==> src/core/stage_seq_pkg.sv <==
package stage_seq_pkg;

	// ==========================================
	// Register offsets
	localparam logic [7:0] OFS_SYS_CTRL    = 8'h05;
	localparam logic [7:0] OFS_GROUP_SEL   = 8'h19;
	localparam logic [7:0] OFS_CHARGE      = 8'h1a;
	localparam logic [7:0] OFS_TRIM        = 8'h1b;
	localparam logic [7:0] OFS_FAULT_RESET = 8'h1c;

	// ==========================================
	// Field positions and channel count
	localparam int SYS_SHUTDOWN_BIT = 6;
	localparam int SYS_SURROUND_BIT = 5;
	localparam int TRIM_DONE_BIT    = 6;
	localparam int TRIM_FIELD_BIT   = 1;
	localparam int TRIM_CMD_BIT     = 0;
	localparam int NUM_CHANNELS     = 6;

	// ==========================================
	// Values after reset
	localparam logic [7:0] SYS_CTRL_RESET    = 8'h60;
	localparam logic [7:0] GROUP_SEL_RESET   = 8'h00;
	localparam logic [7:0] CHARGE_RESET      = 8'h00;
	localparam logic [7:0] FAULT_RESET_RESET = 8'h00;

	// ==========================================
	// Timing: periods counted in ticks of 0.1 ms
	localparam int CLK_PERIOD_NS = 8;
	localparam int TICK_TIME_NS  = 100000;
	localparam int TICK_CYCLES   = TICK_TIME_NS / CLK_PERIOD_NS;
	localparam int TICK_W        = 17;
	localparam int PRESCALE_W    = 14;
	// Fault hold figures in ticks: step 1.3 ms, ceiling 13 ms
	localparam logic [16:0] FAULT_STEP_TICKS = 17'h0000d;
	localparam logic [16:0] FAULT_MIN_TICKS  = 17'h00001;
	localparam logic [16:0] FAULT_MAX_TICKS  = 17'h00082;
	localparam logic [3:0]  FAULT_MAX_CODE   = 4'ha;

	// ==========================================
	// Carriers
	typedef struct packed {
		logic       wr;
		logic       rd;
		logic [7:0] addr;
		logic [7:0] wdata;
	} reg_req_t;

	typedef enum {
		ST_SHUTDOWN,
		ST_CHARGE,
		ST_RUN,
		ST_FAULT_HOLD
	} seq_state_t;

endpackage

==> src/core/period_timer.sv <==
`timescale 1ns/1ns
module period_timer
	import stage_seq_pkg::*;
#(
	parameter int TICK_LEN = TICK_CYCLES
)(
	input  wire logic                    core_clk,
	input  wire logic                    rst,
	input  wire logic                    ce,
	input  wire logic                    start,
	input  wire logic [TICK_W-1:0]       ticks,
	output logic                         busy,
	output logic                         done
);
	import stage_seq_pkg::*;

	localparam logic [PRESCALE_W-1:0] PRE_LAST =
		PRESCALE_W'(TICK_LEN - 1);

	logic [PRESCALE_W-1:0] prescale;
	logic [PRESCALE_W-1:0] next_prescale;
	logic [TICK_W-1:0]     remain;
	logic [TICK_W-1:0]     next_remain;
	logic                  next_busy;
	logic                  next_done;

	// ==========================================
	// Countdown; a new start always restarts it
	always_comb
	begin
		next_prescale = prescale;
		next_remain   = remain;
		next_busy     = busy;
		next_done     = 1'b0;
		if (start)
		begin
			next_prescale = '0;
			next_remain   = ticks;
			next_busy     = (ticks != '0);
			next_done     = (ticks == '0);
		end
		else if (busy)
		begin
			if (prescale == PRE_LAST)
			begin
				next_prescale = '0;
				next_remain   = remain - 1'b1;
				if (remain == TICK_W'(1))
				begin
					next_busy = 1'b0;
					next_done = 1'b1;
				end
			end
			else
				next_prescale = prescale + 1'b1;
		end
	end

	always_ff @(posedge core_clk)
	begin
		if (rst)
		begin
			prescale <= '0;
			remain   <= '0;
			busy     <= 1'b0;
			done     <= 1'b0;
		end
		else if (ce)
		begin
			prescale <= next_prescale;
			remain   <= next_remain;
			busy     <= next_busy;
			done     <= next_done;
		end
	end

endmodule

==> src/core/stage_sequencer.sv <==
`timescale 1ns/1ns
module stage_sequencer
	import stage_seq_pkg::*;
#(
	parameter int TICK_LEN = TICK_CYCLES
)(
	input  wire logic                           core_clk,
	input  wire logic                           rst,
	input  wire logic                           ce,
	input  wire stage_seq_pkg::reg_req_t        reg_req,
	output logic [7:0]                          rd_data,
	output logic                                rd_valid,
	input  wire logic                           backend_fault_input,
	input  wire logic                           split_cap_mode,
	input  wire logic                           trim_complete,
	output logic                                trim_start,
	output logic                                trim_field_select,
	output logic                                group1_stage_reset,
	output logic                                group2_stage_reset,
	output logic [stage_seq_pkg::NUM_CHANNELS-1:0] pwm_enable
);
	import stage_seq_pkg::*;

	// ==========================================
	// Period decoding
	function automatic logic [TICK_W-1:0] charge_ticks(
		input logic [4:0] code
	);
		logic [TICK_W-1:0] base;
		base = '0;
		case (code[2:0])
			3'h0: base = 17'd130;
			3'h1: base = 17'd169;
			3'h2: base = 17'd234;
			3'h3: base = 17'd312;
			3'h4: base = 17'd416;
			3'h5: base = 17'd546;
			3'h6: base = 17'd728;
			default: base = 17'd962;
		endcase
		// Decades: 01xxx x1, 10xxx x10, 11xxx x100 of the 13 ms row
		case (code[4:3])
			2'b01: charge_ticks = base;
			// Code 10001 is the one row that breaks the x10 pattern
			2'b10: charge_ticks = (code[2:0] == 3'h1) ? 17'd1560
				: TICK_W'(base * 10);
			2'b11: charge_ticks = TICK_W'(base * 100);
			default: charge_ticks = '0;
		endcase
	endfunction

	function automatic logic [TICK_W-1:0] fault_ticks(
		input logic [3:0] code
	);
		if (code == 4'h0)
			fault_ticks = FAULT_MIN_TICKS;
		else if (code >= FAULT_MAX_CODE)
			fault_ticks = FAULT_MAX_TICKS;
		else
			fault_ticks = TICK_W'(FAULT_STEP_TICKS * code);
	endfunction

	// ==========================================
	// Pin synchronisers
	logic [2:0] fault_sync;
	logic [1:0] split_sync;
	logic [1:0] done_sync;
	logic       fault_event;

	always_ff @(posedge core_clk)
	begin
		if (rst)
		begin
			fault_sync <= '0;
			split_sync <= '0;
			done_sync  <= '0;
		end
		else if (ce)
		begin
			fault_sync <= {fault_sync[1:0], backend_fault_input};
			split_sync <= {split_sync[0], split_cap_mode};
			done_sync  <= {done_sync[0], trim_complete};
		end
	end

	// Edge taken between second and third stage only
	assign fault_event = fault_sync[1] & ~fault_sync[2];

	// ==========================================
	// Registers
	logic [7:0] sys_ctrl;
	logic [7:0] shutdown_group_select;
	logic [7:0] split_cap_charge_period;
	logic [7:0] backend_fault_reset_period;
	logic       trim_field;
	logic [7:0] next_sys_ctrl;
	logic [7:0] next_group_sel;
	logic [7:0] next_charge;
	logic [7:0] next_fault_period;
	logic       next_trim_field;
	logic       next_trim_start;
	logic [7:0] next_rd_data;
	logic       next_rd_valid;

	always_comb
	begin
		next_sys_ctrl     = sys_ctrl;
		next_group_sel    = shutdown_group_select;
		next_charge       = split_cap_charge_period;
		next_fault_period = backend_fault_reset_period;
		next_trim_field   = trim_field;
		next_trim_start   = 1'b0;
		next_rd_data      = rd_data;
		next_rd_valid     = reg_req.rd;
		// Grouping is taken as written; the host keeps it stable
		// while running, otherwise outputs may glitch
		if (reg_req.wr)
		begin
			case (reg_req.addr)
				OFS_SYS_CTRL:    next_sys_ctrl = reg_req.wdata;
				OFS_GROUP_SEL:   next_group_sel = reg_req.wdata;
				OFS_CHARGE:      next_charge = reg_req.wdata;
				OFS_FAULT_RESET: next_fault_period = reg_req.wdata;
				OFS_TRIM:
				begin
					next_trim_field = reg_req.wdata[TRIM_FIELD_BIT];
					next_trim_start = reg_req.wdata[TRIM_CMD_BIT];
				end
				default: next_sys_ctrl = sys_ctrl;
			endcase
		end
		if (reg_req.rd)
		begin
			case (reg_req.addr)
				OFS_SYS_CTRL:    next_rd_data = sys_ctrl;
				OFS_GROUP_SEL:   next_rd_data = shutdown_group_select;
				OFS_CHARGE:      next_rd_data = split_cap_charge_period;
				OFS_FAULT_RESET: next_rd_data = backend_fault_reset_period;
				OFS_TRIM:
				begin
					next_rd_data = 8'h00;
					next_rd_data[TRIM_DONE_BIT]  = done_sync[1];
					next_rd_data[TRIM_FIELD_BIT] = trim_field;
				end
				default: next_rd_data = 8'h00;
			endcase
		end
	end

	always_ff @(posedge core_clk)
	begin
		if (rst)
		begin
			sys_ctrl                   <= SYS_CTRL_RESET;
			shutdown_group_select      <= GROUP_SEL_RESET;
			split_cap_charge_period    <= CHARGE_RESET;
			backend_fault_reset_period <= FAULT_RESET_RESET;
			trim_field                 <= 1'b0;
			trim_start                 <= 1'b0;
			rd_data                    <= 8'h00;
			rd_valid                   <= 1'b0;
		end
		else if (ce)
		begin
			sys_ctrl                   <= next_sys_ctrl;
			shutdown_group_select      <= next_group_sel;
			split_cap_charge_period    <= next_charge;
			backend_fault_reset_period <= next_fault_period;
			trim_field                 <= next_trim_field;
			trim_start                 <= next_trim_start;
			rd_data                    <= next_rd_data;
			rd_valid                   <= next_rd_valid;
		end
	end

	assign trim_field_select = trim_field;

	// ==========================================
	// Start and fault sequencing
	seq_state_t        state;
	seq_state_t        next_state;
	logic              timer_start;
	logic [TICK_W-1:0] timer_ticks;
	logic              timer_done;
	logic              shutdown_req;
	logic              surround;
	logic [TICK_W-1:0] charge_len;
	logic              g1;
	logic              g2;
	logic [NUM_CHANNELS-1:0] en;
	logic              next_g1;
	logic              next_g2;
	logic [NUM_CHANNELS-1:0] next_en;

	assign shutdown_req = sys_ctrl[SYS_SHUTDOWN_BIT];
	assign surround     = sys_ctrl[SYS_SURROUND_BIT];
	assign charge_len   = charge_ticks(split_cap_charge_period[4:0]);

	period_timer #(
		.TICK_LEN (TICK_LEN)
	) u_timer (
		.core_clk (core_clk),
		.rst      (rst),
		.ce       (ce),
		.start    (timer_start),
		.ticks    (timer_ticks),
		.busy     (),
		.done     (timer_done)
	);

	always_comb
	begin
		next_state  = state;
		timer_start = 1'b0;
		timer_ticks = '0;
		case (state)
			ST_SHUTDOWN:
			begin
				if (!shutdown_req)
				begin
					if (split_sync[1] && charge_len != '0)
					begin
						timer_start = 1'b1;
						timer_ticks = charge_len;
						next_state  = ST_CHARGE;
					end
					else
						next_state = ST_RUN;
				end
			end
			ST_CHARGE:
			begin
				if (shutdown_req)
					next_state = ST_SHUTDOWN;
				else if (timer_done)
					next_state = ST_RUN;
			end
			ST_RUN:
			begin
				if (shutdown_req)
					next_state = ST_SHUTDOWN;
				else if (fault_event)
				begin
					timer_start = 1'b1;
					timer_ticks = fault_ticks(backend_fault_reset_period[3:0]);
					next_state  = ST_FAULT_HOLD;
				end
			end
			ST_FAULT_HOLD:
			begin
				if (fault_event)
				begin
					// A repeated fault restarts the hold
					timer_start = 1'b1;
					timer_ticks = fault_ticks(backend_fault_reset_period[3:0]);
				end
				else if (timer_done)
					next_state = shutdown_req ? ST_SHUTDOWN : ST_RUN;
			end
			default: next_state = ST_SHUTDOWN;
		endcase
	end

	// Stage outputs registered from the next state, so they track it
	always_comb
	begin
		next_g1 = 1'b0;
		next_g2 = 1'b0;
		next_en = '0;
		// Shutdown, charge and fault hold keep everything low
		if (next_state == ST_RUN)
		begin
			next_g2 = 1'b1;
			next_g1 = surround;
			for (int i = 0; i < NUM_CHANNELS; i++)
				next_en[i] = shutdown_group_select[i] ? next_g1 : next_g2;
		end
	end

	always_ff @(posedge core_clk)
	begin
		if (rst)
		begin
			state <= ST_SHUTDOWN;
			g1    <= 1'b0;
			g2    <= 1'b0;
			en    <= '0;
		end
		else if (ce)
		begin
			state <= next_state;
			g1    <= next_g1;
			g2    <= next_g2;
			en    <= next_en;
		end
	end

	assign group1_stage_reset = g1;
	assign group2_stage_reset = g2;
	assign pwm_enable         = en;

endmodule

==> config.mk <==
export PLATFORM = sky130hd
export DESIGN_NAME = stage_sequencer
export DESIGN_NICKNAME = d
export VERILOG_FILES = /design/src/core/stage_seq_pkg.sv /design/src/core/period_timer.sv /design/src/core/stage_sequencer.sv
export SDC_FILE = /design/constraint.sdc
export NUM_CORES = 1
export LEC_CHECK = 0
export ABC_AREA = 1
export ABC_CLOCK_PERIOD_IN_PS = 5000
export BUFFER_PORTS_ARGS = -buffer_cell sky130_fd_sc_hd__buf_2
export CORE_ASPECT_RATIO = 1.1
export CORE_MARGIN = 2
export CORE_UTILIZATION = 25
export CTS_CLUSTER_SIZE = 30
export DETAILED_ROUTE_END_ITERATION = 10
export MAX_ROUTING_LAYER = met4
export PLACE_DENSITY = 0.37
export SLEW_MARGIN = 30
export SYNTH_ARGS = -nofsm -noshare
export SYNTH_HDL_FRONTEND = slang
export SYNTH_SLANG_ARGS = --single-unit
==> constraint.sdc <==
create_clock -name core_clk -period 5 [get_ports core_clk]
set_input_delay 0.75 -clock core_clk [delete_from_list [all_inputs] [get_ports core_clk]]
set_output_delay 0.75 -clock core_clk [all_outputs]
set_load 0.03 [all_outputs]
==> impl_metrics.json <==
{
  "status": "completed",
  "drtIter0Drc": 361,
  "cts_tree": "yes",
  "worstPathArrival_ns": 4.92,
  "netlist_instances": 1101,
  "synthTopCellsByArea": "dfxtp_1 32%, ha_1 9.8%, nand2_1 9.7%, inv_1 7.0%, nor2_1 5.8%",
  "synth_cell_types": 55,
  "clkTransAtPathRegs_ns": 0.06,
  "cts_buffers": 17,
  "cp-end-kind": "register",
  "wirelength_mm": 23.2,
  "cap_violations": 0,
  "clock_skew_ns": 0.0118,
  "yosysTopAreaCell": "dfxtp_1",
  "syn_to_final_growth_pct": 18.8,
  "fp.coreArea_mm2": 0.0303,
  "yosysTopAreaCellShare_pct": 32.1,
  "grt_pass1_vias": 7127,
  "die-height_um": 188,
  "htreeDepth": 4,
  "synthXorXnorAreaFrac_pct": 2.40,
  "numPortBuffers": 42,
  "power.switching_uw": 558,
  "io_pins": 43,
  "switching_share_pct": 23.0,
  "netlist_top_cells_count": "199 x nand2_1, 143 x inv_1, 123 x dfxtp_1",
  "hold_viol": 0,
  "p_int_uw": 1860,
  "met1_length_mm": 11.5,
  "synth_top_family_by_area": "simple AND/OR/NAND/NOR gates",
  "fmax_ghz": 0.219,
  "final.setup.tns_ns": 0,
  "yosysWarnings": 0,
  "firstDrtPassIters": 6,
  "dr.max_layer_used": "met4",
  "layout-drive-gt1-share_pct": 11.8,
  "seq_power_share_pct": 41.0,
  "crit_type": "reg2reg",
  "startpoint_type": "register",
  "wl_met3_um": 583,
  "cp.required_ns": 5.35,
  "synth_async_sr_flop_share_pct": 0,
  "drc_errors": 0,
  "syn_area_mm2": 0.00766,
  "clock_path_buffers": 2,
  "hold_class": "reg2reg",
  "yosysMostFrequentCell": "nand2_1",
  "combinationalPowerShare_pct": 3.8,
  "antenna_found_initial": 0,
  "cts_root_buf": "clkbuf_16",
  "synthSimpleGateAreaFrac_pct": 31.3,
  "routabilityCongestion": 0.887,
  "drv_slew": 0,
  "synth_compound_gate_area_share_pct": 14.3,
  "nets": 1239,
  "avgRoutedWirePerCell_um": 14.7,
  "yosys_most_used_dff": "dfxtp_1",
  "start_util_pct": 25.3,
  "overflow": 0,
  "dr_wl_met2_mm": 10.6,
  "synth.net_count": 1187,
  "synth_edf_count": 0,
  "cp_slowest_cell": "dfxtp_1",
  "syn_area_per_cell_um2": 6.96,
  "maxSlewHeadroom_pct": 42.4,
  "yosys.area_share.adder_pct": 10.3,
  "clkSinkCount": 123,
  "crit_path_max_incr_delay_ns": 0.37,
  "clk_latency_ns": 0.43,
  "clkPwrFrac_pct": 55.1,
  "p_per_area_mw_per_mm2": 266,
  "final_cell_area_mm2": 0.00910,
  "antenna_left": 0,
  "synthMuxAreaShare_pct": 0,
  "grt_pass1_wl_mm": 38.5,
  "vdd_ir_drop_max_uv": 196,
  "placed_cell_area_mm2": 0.00841,
  "vias": 7152,
  "path_max_fanout": 8,
  "ys_ff_latch": 123,
  "period_minus_slack_ns": 4.57,
  "hpwl_mm": 17.6,
  "p_leak_uw": 0.00410,
  "tightest_slew_ns": 0.863,
  "yosysSeqAreaShare_pct": 32.1,
  "grt_max_degree": 69,
  "period_share_pct": 91.3,
  "setup_violations": 0,
  "fp-row-count": 67,
  "gr-usage-all-layers_pct": 15.7,
  "dieWidth_um": 171,
  "n_antenna_cell": 0,
  "dieArea_mm2": 0.0321,
  "viasPerCell": 4.53
}
==> worst max-delay path, delay by kind of cell (launching register included) <==
kind,cells,cell delay (ns)
compound gates,1,0.12
buf+inv,8,0.91
flops,1,0.37
fa+ha+maj,5,1.44
simple gates,16,1.65
==> final timing paths <==
| check | slack (ns) | start | end | depth (start not counted) |
|---|---|---|---|---|
| hold reg to reg | 0.43 | state[29] | state[29] | 2 |
| setup / recovery | 0.43 | split_cap_charge_period[0] | u_timer.done | 30 |
| setup reg to reg | 0.43 | split_cap_charge_period[0] | u_timer.done | 30 |
| hold / removal | 0.43 | state[29] | state[29] | 2 |
==> metal layers <==
metal	global-route usage, %	up-vias
li1	-	3776
met1	20.4	3254
met2	24.4	95
met3	2.79	27
met4	5.18	0
met5	-	-
==> power by group through the flow <==
stage	sequential, uW	clock [uW]	combinational [uW]
final	994	1340	93.1
after global routing	994	1410	106
after CTS	994	1370	92.5
after detailed placement	1020	0	92.3
after global placement	1020	0	93.2
after floorplan	1020	0	55.9
==> state kept, by name, indices dropped and copies added, names as in the netlist, 3 cells and up <==
signal and flops:
backend_fault_reset_period 8, fault_sync 3, pwm_enable 6, rd_data 8, shutdown_group_select 8, split_cap_charge_period 8
state 32, sys_ctrl 8, u_timer.prescale 14, u_timer.remain 17
==> layout make-up <==
cell class                      count  area (um^2)
Clock inverter                     13          190
Multi-Input combinational cell    793         4500
Fill cell                        3407        21200
Clock buffer                       19          443
Inverter                          152          584
Timing Repair Buffer               66          403
Tap cell                          414          518
Sequential cell                   123         2460
==> per-stage QoR <==
| stage | total power (uW) | setup slack [ns] | hold slack (ns) | std cells | util [%] |
|---|---|---|---|---|---|
| floorplan | 1070 | 0.459 | 0.414 | 1101 | - |
| global placement | 1110 | 0.185 | 0.426 | 1545 | 27.7 |
| detailed placement | 1110 | 0.0434 | 0.427 | 1545 | 27.7 |
| CTS | 2460 | 0.0367 | 0.439 | 1577 | 29.8 |
| global route | 2510 | -0.00132 | 0.454 | 1580 | 30.0 |
| finish | 2420 | 0.434 | 0.434 | 1580 | 30.0 |
==> kinds of logic after synthesis <==
group | after synthesis
simple gates | 516
buf+inv | 185
flops | 123
compound gates | 194
xor+xnor | 21
fa+ha+maj | 62
==> what timing repair did <==
| item | 4_1_cts | 5_1_grt |
|---|---|---|
| hold buffers | 0 | 0 |
| setup endpoints to repair | 0 | 34 |
| buffers inserted | 0 | 3 |
| gates resized for setup | 0 | 8 |
==> cells in the final DEF (no fill, tap or decap), types with 5 or more instances in the layout <==
cell type / instances
nor2_1: 117
nand3_1: 63
nand2_1: 199
nand2_2: 5
buf_4: 23
clkbuf_16: 17
xnor2_1: 6
buf_2: 42
o21ai_0: 76
nor4_1: 6
a21oi_1: 73
a221oi_1: 6
nor3_1: 49
inv_1: 141
nand2_4: 6
ha_1: 60
nand4_1: 40
a211oi_1: 10
o22ai_1: 5
dfxtp_1: 123
xor2_1: 15
Note: power is estimated with default switching activity, not from simulation.
